File: config.mk
export PLATFORM = sky130hd
export DESIGN_NAME = usbi_top
export DESIGN_NICKNAME = d
export VERILOG_FILES = /design/src/include/usbi_pkg.sv /design/src/hw/usbi_idle_timer.sv /design/src/hw/usbi_top.sv
export VERILOG_INCLUDE_DIRS = /design/src /design/src/include
export SDC_FILE = /design/constraint.sdc
export NUM_CORES = 1
export LEC_CHECK = 0
export ABC_AREA = 1
export BUFFER_PORTS_ARGS = -buffer_cell sky130_fd_sc_hd__buf_2
export CAP_MARGIN = 0
export CORE_MARGIN = 2
export CORE_UTILIZATION = 30
export CTS_CLUSTER_DIAMETER = 50
export DETAILED_ROUTE_END_ITERATION = 10
export SYNTH_ARGS = -nofsm -noshare
export SYNTH_HDL_FRONTEND = slang
export SYNTH_SLANG_ARGS = --single-unit
File: constraint.sdc
create_clock -name core_clk -period 3 [get_ports core_clk]
set_input_delay 0.15 -clock core_clk [delete_from_list [all_inputs] [get_ports core_clk]]
set_output_delay 0.15 -clock core_clk [all_outputs]
set_load 0.03 [all_outputs]
File: src/include/usbi_map.svh
// register map, field positions, reset values and timing figures of the
// usb status interrupt block; assumes a 32-bit classic wishbone slave
`ifndef USBI_MAP_SVH
`define USBI_MAP_SVH

// byte offsets of the registers (word aligned)
`define USBI_OFS_FLAGS      4'h0
`define USBI_OFS_ENABLES    4'h4
`define USBI_OFS_CTRL       4'h8

// event flag and enable bit positions
`define USBI_BIT_SOF        6
`define USBI_BIT_STALL      5
`define USBI_BIT_IDLE       4
`define USBI_BIT_TRN        3
`define USBI_BIT_ACT        2
`define USBI_BIT_ERR        1
`define USBI_BIT_RST        0

// control register bit positions
`define USBI_CTRL_SUSPEND   0
`define USBI_CTRL_PLL_SEL   1
`define USBI_CTRL_READY     2
`define USBI_CTRL_ARMED     3

// bits that software may write in the flag register (error summary not)
`define USBI_FLAGS_WMASK    7'h7d
`define USBI_CTRL_WMASK     8'h03
`define USBI_RESET_BYTE     8'h00
`define USBI_RESET_WORD     32'h0000_0000

// idle detection time and clock rate
`define USBI_IDLE_TIME_US   3000
`define USBI_CLK_MHZ        25
// cycles the activity state needs after wake-up before a clear holds
`define USBI_WAKE_SYNC_CYC  4

`endif

File: src/include/usbi_pkg.sv
// types shared by the usb status interrupt block
// assumes usbi_map.svh supplies all numeric constants
package usbi_pkg;

  // register selected by a bus address
  typedef enum logic [1:0] {
    USBI_SEL_FLAGS   = 2'b00,
    USBI_SEL_ENABLES = 2'b01,
    USBI_SEL_CTRL    = 2'b10,
    USBI_SEL_NONE    = 2'b11
  } usbi_sel_type;

  // bus activity detector: armed until it fires, re-armed by idle
  typedef enum logic [0:0] {
    USBI_ACT_ARMED = 1'b0,
    USBI_ACT_FIRED = 1'b1
  } usbi_act_type;

endpackage

File: src/hw/usbi_idle_timer.sv
// idle detector: one pulse once the line has stayed idle long enough
// assumes line_idle is already synchronised to clk
`timescale 1ns/1ps
`default_nettype none

module usbi_idle_timer #(
  parameter int unsigned IDLE_CYCLES = 75000,
  parameter int unsigned CNT_W       = 17
) (
  // clock and reset
  input  wire logic clk,
  input  wire logic rst_n,
  // line state
  input  wire logic line_idle,
  // one-cycle pulse when idle time is reached
  output var  logic idle_pulse
);

  localparam logic [CNT_W-1:0] LAST = CNT_W'(IDLE_CYCLES - 1);

  logic [CNT_W-1:0] cnt_reg;
  logic             done_reg;

  // count idle cycles; any activity restarts the wait
  always_ff @(posedge clk or negedge rst_n) begin
    if (!rst_n) begin
      cnt_reg  <= '0;
      done_reg <= 1'b0;
    end else if (!line_idle) begin
      cnt_reg  <= '0;
      done_reg <= 1'b0;
    end else if (!done_reg) begin
      if (cnt_reg == LAST) begin
        done_reg <= 1'b1;  // pulse once per idle stretch
      end else begin
        cnt_reg <= cnt_reg + CNT_W'(1);
      end
    end
  end

  // pulse in the cycle the count completes
  always_ff @(posedge clk or negedge rst_n) begin
    if (!rst_n) begin
      idle_pulse <= 1'b0;
    end else begin
      idle_pulse <= line_idle && !done_reg && (cnt_reg == LAST);
    end
  end

endmodule

`default_nettype wire

File: src/hw/usbi_top.sv
// usb status interrupt logic: event flags, enables, combined request,
// bus activity wake-up handling, classic wishbone register slave
// assumes single-cycle event strobes from the serial interface engine on
// core_clk; d+/d- and pll lock arrive asynchronously and are synchronised
//
// Notes on behaviour
// all flags, each and-ed with its enable, or-ed into one request
// engine-set flag stays until software writes zero; writing one keeps
// software writing one to a writable flag sets it like an event
// flag register: bit 7 reads zero, bits 6..0 flags, reset zero
// stall sent event sets the stall flag
// bus idle continuously for 3 ms sets the idle flag
// transaction complete sets its flag; status read elsewhere
// clearing transaction flag advances status fifo, token transfers only
// activity on d+ or d- sets the activity flag
// error summary set only by enabled error conditions
// error summary is read-only, follows enabled error sources alone
// valid bus reset sets reset flag and clears device address
// activity clear ignored while suspended and shortly after wake-up
// on pll clock, block waits for pll lock after suspend cleared
// firmware clears suspend, then clears activity until it reads zero
// activity flag raised once per resume, not again under traffic
// activity detection re-armed only by a new idle condition
// firmware unmasks activity only after idle, may suspend on idle
// each enable gates only its own flag into the request
// flags set regardless of enables, so polling works
// enable register: bit 7 reads zero, bits 6..0 enables, reset zero
// error summary is or of enabled individual error flags
// all sources funnel into one request line
// hardware set beats software clear in the same cycle
// received start-of-frame token sets the frame flag
//
// The implementer's own choices: the register offsets and the Wishbone interface to the registers.
`timescale 1ns/1ps
`default_nettype none

`include "usbi_map.svh"

module usbi_top #(
  parameter int unsigned IDLE_CYCLES = `USBI_IDLE_TIME_US * `USBI_CLK_MHZ,
  parameter int unsigned IDLE_CNT_W  = 17,
  parameter int unsigned WAKE_SYNC   = `USBI_WAKE_SYNC_CYC
) (
  // clock and reset
  input  wire logic        core_clk,
  input  wire logic        nrst,
  // wishbone classic slave
  input  wire logic        wb_cyc_i,
  input  wire logic        wb_stb_i,
  input  wire logic        wb_we_i,
  input  wire logic [3:0]  wb_adr_i,
  input  wire logic [3:0]  wb_sel_i,
  input  wire logic [31:0] wb_dat_i,
  output var  logic [31:0] wb_dat_o,
  output var  logic        wb_ack_o,
  // serial interface engine events, one-cycle strobes on core_clk
  input  wire logic        sof_evt,
  input  wire logic        stall_evt,
  input  wire logic        trn_evt,
  input  wire logic        bus_reset_evt,
  input  wire logic        trn_is_token,
  // error flag and error enable registers, held outside this block
  input  wire logic [7:0]  err_flags,
  input  wire logic [7:0]  err_enables,
  // bus lines and pll lock, asynchronous
  input  wire logic        usb_dp,
  input  wire logic        usb_dm,
  input  wire logic        pll_locked,
  // outputs toward processor and engine
  output var  logic        peripheral_irq_request,
  output var  logic        suspend_request,
  output var  logic        module_ready,
  output var  logic        stat_fifo_advance,
  output var  logic        dev_addr_clear
);

  // reset release through two flip-flops
  logic rst_meta_reg;
  logic rst_n;

  // asynchronous assertion, synchronous release
  always_ff @(posedge core_clk or negedge nrst) begin
    if (!nrst) begin
      rst_meta_reg <= 1'b0;
      rst_n        <= 1'b0;
    end else begin
      rst_meta_reg <= 1'b1;
      rst_n        <= rst_meta_reg;
    end
  end

  // pin synchronisers; only the second stage is used downstream
  logic [2:0] pin_meta_reg;
  logic [2:0] pin_sync_reg;

  always_ff @(posedge core_clk or negedge rst_n) begin
    if (!rst_n) begin
      pin_meta_reg <= 3'h1;  // idle j state: d+ high, d- low
      pin_sync_reg <= 3'h1;
    end else begin
      pin_meta_reg <= {pll_locked, usb_dm, usb_dp};
      pin_sync_reg <= pin_meta_reg;
    end
  end

  logic dp_s;
  logic dm_s;
  logic lock_s;
  logic line_idle;
  logic line_active;

  assign dp_s        = pin_sync_reg[0];
  assign dm_s        = pin_sync_reg[1];
  assign lock_s      = pin_sync_reg[2];
  // any state other than j counts as traffic
  assign line_idle   = dp_s && !dm_s;
  assign line_active = !line_idle;

  // functions shared by the decode and the flag update
  // map a byte address onto a register
  function automatic usbi_pkg::usbi_sel_type sel_of(input logic [3:0] a);
    unique case (a)
      `USBI_OFS_FLAGS:   sel_of = usbi_pkg::USBI_SEL_FLAGS;
      `USBI_OFS_ENABLES: sel_of = usbi_pkg::USBI_SEL_ENABLES;
      `USBI_OFS_CTRL:    sel_of = usbi_pkg::USBI_SEL_CTRL;
      default:           sel_of = usbi_pkg::USBI_SEL_NONE;
    endcase
  endfunction

  // write-then-set merge: an event in the clearing cycle survives
  function automatic logic [6:0] merge(input logic [6:0] cur,
                                       input logic       wr,
                                       input logic [6:0] wval,
                                       input logic [6:0] wmask,
                                       input logic [6:0] set);
    logic [6:0] v;
    v = wr ? ((cur & ~wmask) | (wval & wmask)) : cur;
    merge = v | set;
  endfunction

  // registers
  logic [6:0]   flags_reg;
  logic [6:0]   flags_next;
  logic [6:0]   enables_reg;
  logic         pll_sel_reg;
  logic         err_sum_reg;
  logic [15:0]  wake_cnt_reg;
  usbi_pkg::usbi_act_type act_reg;

  // bus decode; the access takes effect on the edge that raises ack
  usbi_pkg::usbi_sel_type sel;
  logic                   access;
  logic                   wr_lane0;
  logic                   wr_flags;
  logic                   wr_enables;
  logic                   wr_ctrl;

  assign sel        = sel_of(wb_adr_i);
  assign access     = wb_cyc_i && wb_stb_i && !wb_ack_o;
  assign wr_lane0   = access && wb_we_i && wb_sel_i[0];
  assign wr_flags   = wr_lane0 && (sel == usbi_pkg::USBI_SEL_FLAGS);
  assign wr_enables = wr_lane0 && (sel == usbi_pkg::USBI_SEL_ENABLES);
  assign wr_ctrl    = wr_lane0 && (sel == usbi_pkg::USBI_SEL_CTRL);

  // ack one cycle after the request, dropped in the following cycle
  always_ff @(posedge core_clk or negedge rst_n) begin
    if (!rst_n) begin
      wb_ack_o <= 1'b0;
    end else begin
      wb_ack_o <= access;
    end
  end

  // operating state: suspend, pll selection, wake-up settle time
  logic operational;
  logic act_clear_blocked;

  // with the pll selected the block stays idle until lock is seen
  assign operational = !suspend_request && (!pll_sel_reg || lock_s);

  // control register bits written by software
  always_ff @(posedge core_clk or negedge rst_n) begin
    if (!rst_n) begin
      suspend_request <= 1'b0;
      pll_sel_reg     <= 1'b0;
    end else if (wr_ctrl) begin
      suspend_request <= wb_dat_i[`USBI_CTRL_SUSPEND];
      pll_sel_reg     <= wb_dat_i[`USBI_CTRL_PLL_SEL];
    end
  end

  // settle counter reloads while not operational, runs down afterwards
  always_ff @(posedge core_clk or negedge rst_n) begin
    if (!rst_n) begin
      wake_cnt_reg <= 16'h0000;
    end else if (!operational) begin
      wake_cnt_reg <= 16'(WAKE_SYNC);
    end else if (wake_cnt_reg != 16'h0000) begin
      wake_cnt_reg <= wake_cnt_reg - 16'h0001;
    end
  end

  // a clear of the activity flag is dropped until the state settles
  assign act_clear_blocked = !operational || (wake_cnt_reg != 16'h0000);

  // readiness seen by firmware and by the engine
  always_ff @(posedge core_clk or negedge rst_n) begin
    if (!rst_n) begin
      module_ready <= 1'b0;
    end else begin
      module_ready <= operational && !act_clear_blocked;
    end
  end

  // idle detection over the settled line state
  logic idle_pulse;

  usbi_idle_timer #(
    .IDLE_CYCLES (IDLE_CYCLES),
    .CNT_W       (IDLE_CNT_W)
  ) u_idle (
    .clk        (core_clk),
    .rst_n      (rst_n),
    .line_idle  (line_idle),
    .idle_pulse (idle_pulse)
  );

  // activity detector: fires once, re-armed only by a fresh idle
  logic act_fire;

  assign act_fire = (act_reg == usbi_pkg::USBI_ACT_ARMED) && line_active;

  always_ff @(posedge core_clk or negedge rst_n) begin
    if (!rst_n) begin
      act_reg <= usbi_pkg::USBI_ACT_ARMED;
    end else begin
      unique case (act_reg)
        usbi_pkg::USBI_ACT_ARMED: begin
          if (line_active) begin
            act_reg <= usbi_pkg::USBI_ACT_FIRED;
          end
        end
        usbi_pkg::USBI_ACT_FIRED: begin
          if (idle_pulse) begin
            act_reg <= usbi_pkg::USBI_ACT_ARMED;
          end
        end
      endcase
    end
  end

  // error summary follows the enabled error sources only
  always_ff @(posedge core_clk or negedge rst_n) begin
    if (!rst_n) begin
      err_sum_reg <= 1'b0;
    end else begin
      err_sum_reg <= |(err_flags & err_enables);
    end
  end

  // flag update: software write first, then hardware sets on top
  logic [6:0] hw_set;
  logic [6:0] wmask;

  // engine events count only while the block is operational
  always_comb begin
    hw_set                 = 7'h00;
    hw_set[`USBI_BIT_SOF]   = sof_evt && operational;
    hw_set[`USBI_BIT_STALL] = stall_evt && operational;
    hw_set[`USBI_BIT_IDLE]  = idle_pulse;
    hw_set[`USBI_BIT_TRN]   = trn_evt && operational;
    hw_set[`USBI_BIT_ACT]   = act_fire;
    hw_set[`USBI_BIT_RST]   = bus_reset_evt && operational;
  end

  // writable bits; the activity bit may not be cleared while unsettled
  always_comb begin
    wmask = `USBI_FLAGS_WMASK;
    if (act_clear_blocked && flags_reg[`USBI_BIT_ACT]) begin
      wmask[`USBI_BIT_ACT] = 1'b0;
    end
  end

  // written value replaces writable bits: zero clears, one sets
  always_comb begin
    flags_next = merge(flags_reg, wr_flags, wb_dat_i[6:0],
                       wmask, hw_set);
    flags_next[`USBI_BIT_ERR] = err_sum_reg;
  end

  always_ff @(posedge core_clk or negedge rst_n) begin
    if (!rst_n) begin
      flags_reg <= 7'h00;
    end else begin
      flags_reg <= flags_next;
    end
  end

  // enables written in full; they never touch the flags
  always_ff @(posedge core_clk or negedge rst_n) begin
    if (!rst_n) begin
      enables_reg <= 7'h00;
    end else if (wr_enables) begin
      enables_reg <= wb_dat_i[6:0];
    end
  end

  // side effects of flag changes toward the engine

  // a software clear of the done flag steps the transfer status fifo on token transfers;
  // a set arriving in the same cycle keeps the flag and the entry
  always_ff @(posedge core_clk or negedge rst_n) begin
    if (!rst_n) begin
      stat_fifo_advance <= 1'b0;
    end else begin
      stat_fifo_advance <= flags_reg[`USBI_BIT_TRN]
                           && !flags_next[`USBI_BIT_TRN]
                           && trn_is_token;
    end
  end

  // device address is reloaded with zero on every valid bus reset
  always_ff @(posedge core_clk or negedge rst_n) begin
    if (!rst_n) begin
      dev_addr_clear <= 1'b0;
    end else begin
      dev_addr_clear <= hw_set[`USBI_BIT_RST];
    end
  end

  // single combined request; enables gate only this path
  always_ff @(posedge core_clk or negedge rst_n) begin
    if (!rst_n) begin
      peripheral_irq_request <= 1'b0;
    end else begin
      peripheral_irq_request <= |(flags_next & enables_reg);
    end
  end

  // read data; unused bits and unmapped offsets read zero
  logic [31:0] rd_word;

  always_comb begin
    rd_word = `USBI_RESET_WORD;
    unique case (sel)
      usbi_pkg::USBI_SEL_FLAGS:   rd_word[6:0] = flags_reg;
      usbi_pkg::USBI_SEL_ENABLES: rd_word[6:0] = enables_reg;
      usbi_pkg::USBI_SEL_CTRL: begin
        rd_word[`USBI_CTRL_SUSPEND] = suspend_request;
        rd_word[`USBI_CTRL_PLL_SEL] = pll_sel_reg;
        rd_word[`USBI_CTRL_READY]   = module_ready;
        rd_word[`USBI_CTRL_ARMED]   =
          (act_reg == usbi_pkg::USBI_ACT_ARMED);
      end
      usbi_pkg::USBI_SEL_NONE:    rd_word = `USBI_RESET_WORD;
    endcase
  end

  // read data is captured together with ack and held until next access
  always_ff @(posedge core_clk or negedge rst_n) begin
    if (!rst_n) begin
      wb_dat_o <= `USBI_RESET_WORD;
    end else if (access) begin
      wb_dat_o <= wb_we_i ? `USBI_RESET_WORD : rd_word;
    end
  end

endmodule

`default_nettype wire

==> metrics.cfg <==
[grt]
grt.overflow.total=0
grt_max_degree=31
grt.total_usage_pct=13.5
grt_pass1_wl_um=15600
antenna_found_initial=0
grt_pass1_vias=3424

[clocking]
clk_latency_ps=340
path_clk_slew_ps=60
postCtsSetupRepairBufs=0
cts_buffers=9
cts_tree=yes
cts_root_buf=clkbuf_16
numClockSinks=73
htree_levels=3
cts_buffer_depth=2

[timing]
min_period_ps=1890
maxSlewViolCount=0
tns_ps=0
fmax_ghz=0.530
relSlewSlack_pct=56.1
worst_hold_slack_ps=39.8
worst_pin_slew_ps=659
setup_viol=0
fin_crit_sh_pct=62.9
hold_violations=0
finClkSkew_ps=6.29
rsz0062_at_grt=false

[worst_setup_path]
crit_arrival_ps=2150
worstSetupEndpointType=register
path_class=reg2reg
cp_slowest_cell=dfstp_2
critPathMaxFanout=20
cpMostUsedCell=nand2_1
cp_cell_sequence=nand2_1, inv_1, nand2_1, nand2_2, buf_4, nand2_1, o21ai_2
crit_path_max_incr_delay_ps=510
start_kind=register
critPathRequiredTime_ps=3270

[die]
die_area_um2=14300
die_x_um=120
start_util_pct=30.5
core_area_um2=13200
die_h_um=120
ioPinCount=107
rows=42

[final_layout]
synthToLayoutAreaGrowth_pct=19.3
final_core_util_pct=36.3
final_nets=635
largest_reg_flops=17
stdcell_area_um2=4790
drive_gt1_share_pct=21.1
antenna_cells=0

[route]
vias=3358
post_drt_wl_per_cell_um=12.0
dr.pass1.iters=4
drt_iter0_drc=164
ant_nets=0
vias_per_cell=4.51
wirelength_um=8940
drc=0

[logic_synthesis]
synth_seq_cells=73
synth.most_common_cell=nand2_1
synthTopCellsByCount=nand2_1 (121), dfrtp_1 (71), nor2_1 (47)
syn_area_um2=4020
synth_warnings=0
ys_top_cells_by_area=dfrtp_1 (44%), nand2_1 (11%), buf_4 (5.4%), nand3_1 (4.9%), nor2_1 (4.4%)
synth_area_leader_cell=dfrtp_1
syn_inst=499
synthArstFlopShare_pct=100
syn_avg_cell_area_um2=8.06
synth_edf_count=0
ys_seq_area_share_pct=45.5
synth_cell_type_count=36
synth-main-ff-cell=dfrtp_1
synth_top_area_share_pct=44.2

[power]
fin_total_pwr_w=0.00317
ir_worst_vdd_mv=0.306
comb_power_share_pct=20.8
clockPowerShare_pct=40.7
p_sw_w=0.000941
power_density_nw_per_um2=661
cell_internal_pwr_w=0.00223
pwr-share-seq_pct=38.5
switching_share_pct=29.7
p_leak_nw=2.32

[run_status]
status=complete, no violations

[place]
gp_congestion=0.874
io_buffers=53
postPlaceCellArea_um2=4390
post-dp-hpwl_um=6760

[job]
drv_cap=0

[worst_hold_path]
hold_class=in2reg

## logic make-up (layout without fill, tap and decap cells)
family,after synthesis,in the layout,synth area share [%]
AO/OA/AOI/OAI,46,46,7.03
other,2,26,0.187
flip-flops,73,73,45.5
buffers and inverters,87,132,11.1
AND/OR/NAND/NOR,270,270,31.3
XOR/XNOR,18,18,3.92
adder cells (fa/ha/maj),3,3,0.934
## critical path, delay by kind of cell (launching register included)
family	cells	cell delay, ps
AOI/OAI and AO/OA	1	60
buffers and inverters	2	690
DFF	1	510
and+or+nand+nor	4	560
## power by group through the flow
stage	clock [W]	sequential (W)	combinational [W]
finish	0.00129	0.00122	0.000661
global route	0.00136	0.00124	0.000759
CTS	0.00132	0.00122	0.000662
detailed placement	0	0.00123	0.000654
global placement	0	0.00123	0.000637
floorplan	0	0.00122	0.000527
## routing by layer
layer / GRT usage (%) / routed length, µm
met1: 16.6 / 3970
met2: 22.5 / 4380
met3: 3.66 / 410
met4: 5.66 / 180
met5: 0 / 0
## path summary, 6_finish.rpt
check                                      from                 end  slack [ps]  cells after the start
worst max-delay path            pin_sync_reg[0]  u_idle.cnt_reg[14]        1110                      7
min in group asynchronous                  nrst               rst_n         130                      2
worst min-delay path               trn_is_token   stat_fifo_advance          40                      3
max in group asynchronous                 rst_n        flags_reg[5]        1940                      1
worst max register to register  pin_sync_reg[0]  u_idle.cnt_reg[14]        1110                      7
worst min register to register            rst_n   u_idle.cnt_reg[7]         300                      0
## timing repair
| item | in CTS | in global routing |
|---|---|---|
| resized for setup | 0 | 0 |
| hold endpoints to repair | 5 | 0 |
| hold buffers | 4 | 0 |
## stage by stage
step | setup slack, ps | instances
global route | 937 | 744
finish | 1110 | 744
global placement | 1160 | 724
floorplan | 820 | 523
CTS | 1130 | 744
detailed placement | 1140 | 724
## cell type report
type                    instances  area, µm²
clock inverters                 4       97.6
flip-flops and latches         73       1830
multi-input cells             363       1830
well taps                     176        220
repair buffers                 62        343
inverters                      54        203
fillers                      1378       8400
clock buffers                  12        267
## placed cells by master (no fill, tap or decap), types with 6 or more instances in the layout
cell,instances
nand2_1,121
dfrtp_1,70
buf_2,53
nor2_1,47
inv_1,43
nand3_1,39
conb_1,26
nor3_1,18
nand4_1,13
o21ai_1,12
o21ai_0,12
inv_2,11
xor2_1,11
clkbuf_16,9
xnor2_1,7
o21ai_2,7
nor2_4,6
a21oi_1,6
Power figures use the tool's default switching activity.
